$ cat config.mk
export PLATFORM = sky130hd
export DESIGN_NAME = link_misc_control_pins
export DESIGN_NICKNAME = d
export VERILOG_FILES = /design/src/core/link_misc_control_pins.v /design/src/core/observe_select.v
export VERILOG_INCLUDE_DIRS = /design/src /design/src/core
export SDC_FILE = /design/constraint.sdc
export NUM_CORES = 1
export LEC_CHECK = 0
export ABC_AREA = 0
export BUFFER_PORTS_ARGS = -buffer_cell sky130_fd_sc_hd__buf_2
export CELL_PAD_IN_SITES_DETAIL_PLACEMENT = 0
export CELL_PAD_IN_SITES_GLOBAL_PLACEMENT = 2
export CORE_MARGIN = 5
export CORE_UTILIZATION = 27
export CTS_BUF_LIST = sky130_fd_sc_hd__clkbuf_8 sky130_fd_sc_hd__clkbuf_16
export DETAILED_ROUTE_END_ITERATION = 7
export PLACE_DENSITY = 0.84
export SYNTH_ARGS = -nofsm -noshare
export SYNTH_HDL_FRONTEND = slang
export SYNTH_HIERARCHICAL = 1
export SYNTH_SLANG_ARGS = --single-unit
export TNS_END_PERCENT = 30
$ cat constraint.sdc
create_clock -name clk_sys -period 1.7 [get_ports clk_sys]
set_input_delay 0.255 -clock clk_sys [delete_from_list [all_inputs] [get_ports clk_sys]]
set_output_delay 0.255 -clock clk_sys [all_outputs]
set_load 0.03 [all_outputs]
$ cat src/core/misc_pins_regs.vh
// Register offsets, field positions, reset values and timing for the control pins block.
// Assumes a 32-bit APB slave with byte addresses and word-aligned registers.
`ifndef MISC_PINS_REGS_VH
`define MISC_PINS_REGS_VH

// Register byte offsets
`define CFG_OFFSET 12'h008
`define DIAG_OFFSET 12'h020
`define STATUS_OFFSET 12'h024

// Configuration register fields
`define CFG_CYCLE_SRC_BIT 0
`define CFG_CAND_DRIVE_EN_BIT 13
`define CFG_CAND_DRIVE_BIT 12
`define CFG_RESET 32'h00000000
`define CFG_MASK 32'h00003001

// Diagnostic register fields
`define DIAG_SEL0_LSB 16
`define DIAG_SEL1_LSB 20
`define DIAG_SEL2_LSB 24
`define DIAG_SEL_W 4
`define DIAG_RESET 32'h0DA40000
`define DIAG_MASK 32'h0FFF0000

// Status register fields
`define STAT_CANDIDATE_BIT 0
`define STAT_BUS_HOLDER_BIT 1
`define STAT_FACTORY_BIT 2
`define STAT_IRQ_BIT 3
`define STAT_EXT_TICK_BIT 4

// Observe select codes that need internal handling
`define SEL_CYCLE_OUT 4'h4

// Isochronous cycle period, nanoseconds, and clock period
`define ISO_PERIOD_NS 125000
`define CLK_PERIOD_NS 4
`define ISO_PERIOD_CYC (`ISO_PERIOD_NS / `CLK_PERIOD_NS)

`endif

$ cat src/core/link_misc_control_pins.v
// Miscellaneous control and status pins of a serial-bus link controller,
// with an APB register slave for their configuration.
// Assumes all inputs except reset_n and ext_iso_tick_in are synchronous to clk_sys (the PHY clock).
//
// Summary of operation
// - High candidate pin marks node as contender.
// - Pin is input at reset; drive bit later.
// - Cycle source bit selects external tick input.
// - Cycle start pulses one mover clock period.
// - Isolation select low enables bus holders.
// - Interrupt output is NOR of all sources.
// - Accept asynchronous active-low system reset.
// - Observe pins show selected status signal.
// - Mover clock is half the PHY clock.
// - Each observe pin has own 4-bit select.
`include "misc_pins_regs.vh"

module link_misc_control_pins #(
    parameter IRQ_W = 8,
    parameter ISO_PERIOD_CYC = `ISO_PERIOD_CYC
) (
    // Clock and reset
    input wire clk_sys,
    input wire reset_n,
    // APB slave
    input wire psel,
    input wire penable,
    input wire pwrite,
    input wire [11:0] paddr,
    input wire [31:0] pwdata,
    output reg [31:0] prdata,
    output reg pready,
    output reg pslverr,
    // Manager candidate pin
    input wire manager_candidate_pin_i,
    output reg manager_candidate_pin_o,
    output reg manager_candidate_pin_oe,
    output reg node_is_contender,
    // Isochronous cycle
    input wire ext_iso_tick_in,
    output reg iso_period_begin_pulse,
    output reg mover_clk,
    // Isolation
    input wire phy_isolation_select,
    output reg bus_holder_en,
    // Interrupt
    input wire [IRQ_W-1:0] irq_sources,
    output reg irq_out_n,
    // Observation
    input wire [15:0] status_sources,
    output wire [2:0] observe_pins,
    // Test mode
    input wire factory_check_pin,
    output reg test_mode
);

    ////////////////////////////////////////////////////////////////////////
    // Reset synchroniser
    reg rst_meta_r;
    reg rst_sync_r;

    // Assert at once, release only after two PHY clock edges
    always @(posedge clk_sys or negedge reset_n) begin
        if (!reset_n) begin
            rst_meta_r <= 1'b0;
            rst_sync_r <= 1'b0;
        end else begin
            rst_meta_r <= 1'b1;
            rst_sync_r <= rst_meta_r;
        end
    end

    wire rst_n = rst_sync_r;

    ////////////////////////////////////////////////////////////////////////
    // Registers and APB access
    reg [31:0] cfg_r;
    reg [31:0] diag_r;
    reg ext_tick_meta_r;
    reg ext_tick_sync_r;
    reg ext_tick_prev_r;

    wire setup_ph = psel & ~penable;
    wire wr_ok = psel & penable & pready & pwrite;

    function mapped;
        input [11:0] a;
        begin
            mapped = (a == `CFG_OFFSET) || (a == `DIAG_OFFSET) || (a == `STATUS_OFFSET);
        end
    endfunction

    wire [31:0] status_word = {27'h0000000, ext_tick_sync_r, ~irq_out_n, test_mode,
        bus_holder_en, node_is_contender};

    reg [31:0] rd_nxt;

    always @* begin
        case (paddr)
            `CFG_OFFSET: rd_nxt = cfg_r;
            `DIAG_OFFSET: rd_nxt = diag_r;
            `STATUS_OFFSET: rd_nxt = status_word;
            default: rd_nxt = 32'h00000000;
        endcase
    end

    // Zero-wait slave: pready rises in the first access cycle
    always @(posedge clk_sys) begin
        if (!rst_n) begin
            pready <= 1'b0;
            pslverr <= 1'b0;
            prdata <= 32'h00000000;
        end else begin
            pready <= setup_ph;
            pslverr <= setup_ph & ~mapped(paddr);
            prdata <= (setup_ph & ~pwrite) ? rd_nxt : 32'h00000000;
        end
    end

    always @(posedge clk_sys) begin
        if (!rst_n) begin
            cfg_r <= `CFG_RESET;
            diag_r <= `DIAG_RESET;
        end else if (wr_ok) begin
            if (paddr == `CFG_OFFSET) begin
                cfg_r <= pwdata & `CFG_MASK;
            end
            if (paddr == `DIAG_OFFSET) begin
                diag_r <= pwdata & `DIAG_MASK;
            end
        end
    end

    ////////////////////////////////////////////////////////////////////////
    // Manager candidate pin
    wire cand_drive_en = cfg_r[`CFG_CAND_DRIVE_EN_BIT];
    wire cand_drive_val = cfg_r[`CFG_CAND_DRIVE_BIT];

    // Enable stays low out of reset so the pin starts as an input
    always @(posedge clk_sys) begin
        if (!rst_n) begin
            manager_candidate_pin_oe <= 1'b0;
            manager_candidate_pin_o <= 1'b0;
            node_is_contender <= 1'b0;
        end else begin
            manager_candidate_pin_oe <= cand_drive_en;
            manager_candidate_pin_o <= cand_drive_val;
            // Level seen on the pin is trusted to match the PHY contender state
            node_is_contender <= cand_drive_en ? cand_drive_val : manager_candidate_pin_i;
        end
    end

    ////////////////////////////////////////////////////////////////////////
    // Mover clock and isochronous cycle timing
    reg [31:0] iso_cnt_r;
    reg iso_pending_r;
    reg pulse_half_r;
    reg cycle_out_r;

    always @(posedge clk_sys) begin
        if (!rst_n) begin
            mover_clk <= 1'b0;
        end else begin
            mover_clk <= ~mover_clk;
        end
    end

    // External tick is sampled twice; only the second stage feeds the edge detect
    always @(posedge clk_sys) begin
        if (!rst_n) begin
            ext_tick_meta_r <= 1'b1;
            ext_tick_sync_r <= 1'b1;
            ext_tick_prev_r <= 1'b1;
        end else begin
            ext_tick_meta_r <= ext_iso_tick_in;
            ext_tick_sync_r <= ext_tick_meta_r;
            ext_tick_prev_r <= ext_tick_sync_r;
        end
    end

    wire use_ext = cfg_r[`CFG_CYCLE_SRC_BIT];
    wire int_tick = (iso_cnt_r == ISO_PERIOD_CYC - 1);
    wire ext_tick = ext_tick_sync_r & ~ext_tick_prev_r;
    wire cycle_evt = use_ext ? ext_tick : int_tick;

    always @(posedge clk_sys) begin
        if (!rst_n || use_ext || int_tick) begin
            iso_cnt_r <= 32'h00000000;
        end else begin
            iso_cnt_r <= iso_cnt_r + 32'h00000001;
        end
    end

    // Pulse is aligned to a whole mover clock period, starting as it rises
    wire pulse_start = (iso_pending_r | cycle_evt) & ~mover_clk & ~iso_period_begin_pulse;

    always @(posedge clk_sys) begin
        if (!rst_n) begin
            iso_pending_r <= 1'b0;
            iso_period_begin_pulse <= 1'b0;
            pulse_half_r <= 1'b0;
            cycle_out_r <= 1'b0;
        end else begin
            if (cycle_evt) begin
                cycle_out_r <= ~cycle_out_r;
            end
            // A new event wins over the clear; the event that starts a pulse is used up
            iso_pending_r <= pulse_start ? (iso_pending_r & cycle_evt)
                : (iso_pending_r | cycle_evt);
            if (pulse_start) begin
                iso_period_begin_pulse <= 1'b1;
                pulse_half_r <= 1'b0;
            end else if (iso_period_begin_pulse && !pulse_half_r) begin
                pulse_half_r <= 1'b1;
            end else begin
                iso_period_begin_pulse <= 1'b0;
                pulse_half_r <= 1'b0;
            end
        end
    end

    ////////////////////////////////////////////////////////////////////////
    // Isolation, interrupt and test mode
    always @(posedge clk_sys) begin
        if (!rst_n) begin
            bus_holder_en <= 1'b0;
            irq_out_n <= 1'b1;
            test_mode <= 1'b0;
        end else begin
            bus_holder_en <= ~phy_isolation_select;
            irq_out_n <= ~(|irq_sources);
            // Must stay low in service; only reported, never acted on here
            test_mode <= factory_check_pin;
        end
    end

    ////////////////////////////////////////////////////////////////////////
    // Observation outputs
    // Reserved codes 0, 14 and 15 read low; code 4 is the cycle clock
    wire [15:0] obs_src = {2'b00, status_sources[13:5], cycle_out_r, status_sources[3:1], 1'b0};

    genvar g;
    generate
        for (g = 0; g < 3; g = g + 1) begin : obs
            observe_select #(
                .SEL_W(`DIAG_SEL_W)
            ) u_sel (
                .clk_sys(clk_sys),
                .rst_sync_n(rst_n),
                .select(diag_r[`DIAG_SEL0_LSB + 4*g +: `DIAG_SEL_W]),
                .sources(obs_src),
                .observe(observe_pins[g])
            );
        end
    endgenerate

endmodule

$ cat src/core/observe_select.v
// One status observation output: picks a source bit by a 4-bit code.
// Assumes the source vector is already synchronous to clk_sys.
module observe_select #(
    parameter SEL_W = 4
) (
    // Clock and reset
    input wire clk_sys,
    input wire rst_sync_n,
    // Selection
    input wire [SEL_W-1:0] select,
    input wire [(1<<SEL_W)-1:0] sources,
    // Output
    output reg observe
);

    // Reserved codes are tied low in the source vector by the caller
    always @(posedge clk_sys) begin
        if (!rst_sync_n) begin
            observe <= 1'b0;
        end else begin
            observe <= sources[select];
        end
    end

endmodule

* Yosys cells after proc, flatten, opt, wreduce, memory -nomap -nowiden
Index checks and enable logic that the tools add are counted.
** Word-level totals
- Bits in registers :: 100
- Bits of input ports :: 77
- Output and inout bits :: 45
- Word-level logic and storage cells :: 81
** Cells by class
- $add $sub $neg :: 1
- Magnitude comparators :: 3
- Equal/unequal tests :: 5
- Mux-type cells :: 13
- Bitwise operators :: 22
- Reductions and logical operators :: 12
** Operators by type and width (count)
- $pmux 28 s3 :: 1
- $add 32x1->32 const B :: 1
- $eq 32x15->1 const B :: 1
- $eq 12x6->1 const B :: 2
- $lt 4x5->1 const B :: 3
- $bmux 1 s4 :: 3
- $eq 12x4->1 const B :: 1
- $not 1->1 :: 11
- $and 1x1->1 :: 10
- $mux 1 :: 9
- $reduce_or 8->1 :: 1
- $reduce_and 2->1 :: 3
- $logic_or 1x1->1 :: 4
- $logic_not 1->1 :: 2
- $ne 2x2->1 const B :: 1
- $reduce_or 2->1 :: 1
- $logic_and 1x1->1 :: 1
- $or 1x1->1 :: 1

* Longest topological paths before layout
- Depth in word-level cells :: 7
- Depth in mapped cells :: 7
- Mapped depth without buffers :: 6

* Modules after synthesis
Netlist, hierarchy kept.
** Modules (own cells, without submodules)
- link_misc_control_pins :: instances 1, cells each 382, area an instance 3510.9 um2, sequential area each 1691.6 um2
- observe_select :: instances 3, cells each 18, area an instance 176.4 um2, sequential area each 20.0 um2

* Worst setup path before layout
Ideal clock, no wire load.
- Path type :: reg-to-reg
- From :: register iso_cnt_r[0]
- To :: register iso_cnt_r[20]
- Library setup time :: 66 ps
- Arrival time :: 1734 ps
- Data required time :: 1634 ps
- Slack :: -100 ps
- Cell stages (with the launch flop) :: 8
- Path buffers :: 2
- Period minus slack after synthesis :: 1800 ps
- Cells stage by stage :: dfxtp_1 > ha_1 > and4_1 > buf_6 > nand4_4 > buf_6 > or4_4 > a21oi_2
** On the way
- Longest elaborated chain between the ends :: 2
- Elaborated cells on any way between the ends :: 3
- Those cells by class :: 1 x add/sub; 1 x eq/ne; 1 x reduce/logical
** Ends and longest elaborated chain
- start: declaration :: line link_misc_control_pins.v:155 : reg [31:0] iso_cnt_r;
- start signal: assignment :: line link_misc_control_pins.v:190 : iso_cnt_r <= iso_cnt_r + 32'h00000001;
- parallel branches: the longest is 2 deep, another holds $add 32x1->32
Several ways; the timed one is not identified.
A chain may end at the register's enable or synchronous reset.

* Final worst setup path
- From :: register iso_cnt_r[20]
- To :: register iso_cnt_r[30]
The elaborated chain is that of the path after synthesis.

==> run metrics <==
outcome=finished with violations; failing checks=negative setup slack; Setup WS pre-CTS=-0.0844 ns; Synth Cell Area=4040 µm²; post-DP HPWL=8060 µm; hold slack=0.0494 ns; Yosys Warn Count=6; root buffer cell=clkbuf_16; arrival time at the worst endpoint=1.99 ns; Clock power frac=0.446; cell taking the most area after synthesis=dfxtp_1; pwr dens=777 nW/µm²; Vias per Instance=4.76; number of synthesized flops with an enable pin=0; Initial Util=0.277; Layout Cells excl Fill=771; clk_lat worst skew=0.34 ns; most common cell after layout, fill and taps aside=buf_2; DRT Wirelength=10600 µm; Die Area=17500 µm²; overall routing resource usage=0.120; DRC=0; first-pass iteration count of the detailed router=4; clk sinks=87; GP Congestion=0.826; grt ovf=0; final period utilization=1.00; most frequent cells in the layout=87 x buf_2, 66 x dfxtp_1, 58 x buf_4; synthesis-stage register bit count=87; max cap viols=0; Hold Crit Start=phy_isolation_select; Reg2Reg Depth=4; Num CTS Buffers=9; antenna cells=0; max-slew violations=0; Hold Path Cell Cnt=2; nets=661; detail-routed net length per standard cell=13.7 µm; CTS tree=done; maximum vdd drop=427 µV; fraction of layout cells with a size suffix above 1=0.366; top area cells in the synthesized netlist=dfxtp_1 42%, nand3_1 4.7%, mux2i_1 3.7%; design area=5440 µm²; Comb pwr share=0.064; Layout area overhead=34.7%; r2r startpoint=iso_cnt_r[20]$_SDFF_PP0_; Yosys top cell area share=0.421; FMAX=586 MHz; final worst clock skew=0.00454 ns; Net Sw Frac=0.235; PortBufs=87; Pint=3.24 mW; kind of critical path=reg -> reg; final setup violation count=1; Reg power frac=0.490; placed insts=752; Syn Area/Cell=9.27 µm²; Total Neg Setup Slack=-0.00713 ns; CP Max Fanout=7; I/O pin total=122; Rows=44; CP Launch Point=iso_cnt_r[20]$_SDFF_PP0_; sequential fraction of the synthesis area=0.434; Worst EP required=1.98 ns; worst setup margin=-0.00713 ns; RSZ-0062 raised after global routing=true; Leakage=2.24 nW; Worst setup SP type=flip-flop; sw power=994 µW; vias in the first global route=3622; first-pass GRT wire length=17400 µm; routed vias=3671; Tmin final=1.71 ns; Post-Synthesis Cells=436; final antenna-violating net count=0; Fin. Hold Viols=0; Unique masters post-synth=52; H-tree level count=3; initial antenna violation count=0; fin util=0.373; worst hold path type=in -> reg; Die W=132 µm; largest net degree at the start of global routing=15; height of the die=132 µm; Worst setup EP type=flip-flop; CTS max path bufs=2; Placed Area=5020 µm²; power consumption=4.23 mW; Worst-path clk slew=0.06 ns; 1st-iter DRT viols=155; ys flop type=dfxtp_1; ys async rst share=0.0230; Core Box Area=14600 µm²
[repair_timing]
item | CTS | global route
hold endpoints to repair | 2 | 0
gates cloned | 0 | 1
buffers inserted | 0 | 1
hold buffers | 1 | 0
gates resized for setup | 14 | 28
setup endpoints to repair | 32 | 19
pin swaps | 0 | 5
[cell families after synthesis]
kind of cell	count (synthesis)	share of synthesized area
AO/OA/AOI/OAI	77	0.118
flip-flops	87	0.434
adder cells (fa/ha/maj)	2	0.00619
other	2	0.00186
XOR/XNOR	11	0.0238
multiplexers	21	0.0706
buffers and inverters	43	0.0647
AND/OR/NAND/NOR	193	0.282
[sequential cells by signal, summed over array words and instances (netlist names), 3 cells and up]
| name | count |
|---|---|
| cfg_r | 3 |
| iso_cnt_r | 32 |
| obs.u_sel/observe | 3 |
| diag_r | 12 |
| prdata | 19 |
[worst paths after layout]
kind | end | slack [ns]
max in group asynchronous | rst_n$_DFF_PN0_ | 1.33
setup reg to reg | iso_cnt_r[30]$_SDFF_PP0_ | -0.007
hold reg to reg | rst_n$_DFF_PN0_ | 0.35
hold / removal | bus_holder_en$_SDFF_PN0_ | 0.05
setup / recovery | iso_cnt_r[30]$_SDFF_PP0_ | -0.007
min in group asynchronous | rst_meta_r$_DFF_PN0_ | 0.27
[cells in the mapped netlist (all sizes together) (3+ instances only)]
master	n
nor3	4
or4	11
nor2b	5
a21oi	26
nand2	23
nor4	9
inv	7
nand2b	8
o211ai	7
o22ai	3
buf	26
or3	10
o31ai	9
nand4	19
nor2	21
xor2	8
o21ai	26
nand3	38
and3	5
mux2i	15
mux4	6
and4	8
dfxtp	85
clkbuf	10
nor4b	3
and2	22
xnor2	3
[routing by layer]
layer	vias to the layer above	track usage	routed length, µm
li1	1866	-	-
met1	1707	0.158	4830
met2	86	0.188	5020
met3	12	0.0248	523
met4	0	0.0566	222
met5	-	0	0
[area by class of cell]
type,count,area (µm²)
timing repair buffer,149,915
inverter,7,26.3
multi-input combinational,328,2200
sequential,87,1790
tap,184,230
clock inverter,5,32.5
fill,1464,9150
clock buffer,11,253
[critical path: stages (launching register included)]
cell and delay (ns):
dfxtp_4 0.40, nand4_1 0.15, or4b_4 0.54, or4_4 0.43, a21oi_2 0.13
[power groups by stage]
stage / Combinational (mW) / Clock, mW / Sequential, mW
floorplan: 0.145 / 0 / 2.14
global placement: 0.261 / 0 / 2.12
detailed placement: 0.265 / 0 / 2.12
CTS: 0.271 / 1.95 / 2.08
global route: 0.300 / 2.03 / 2.07
finish: 0.271 / 1.89 / 2.07
Power figures use the tool's default switching activity.
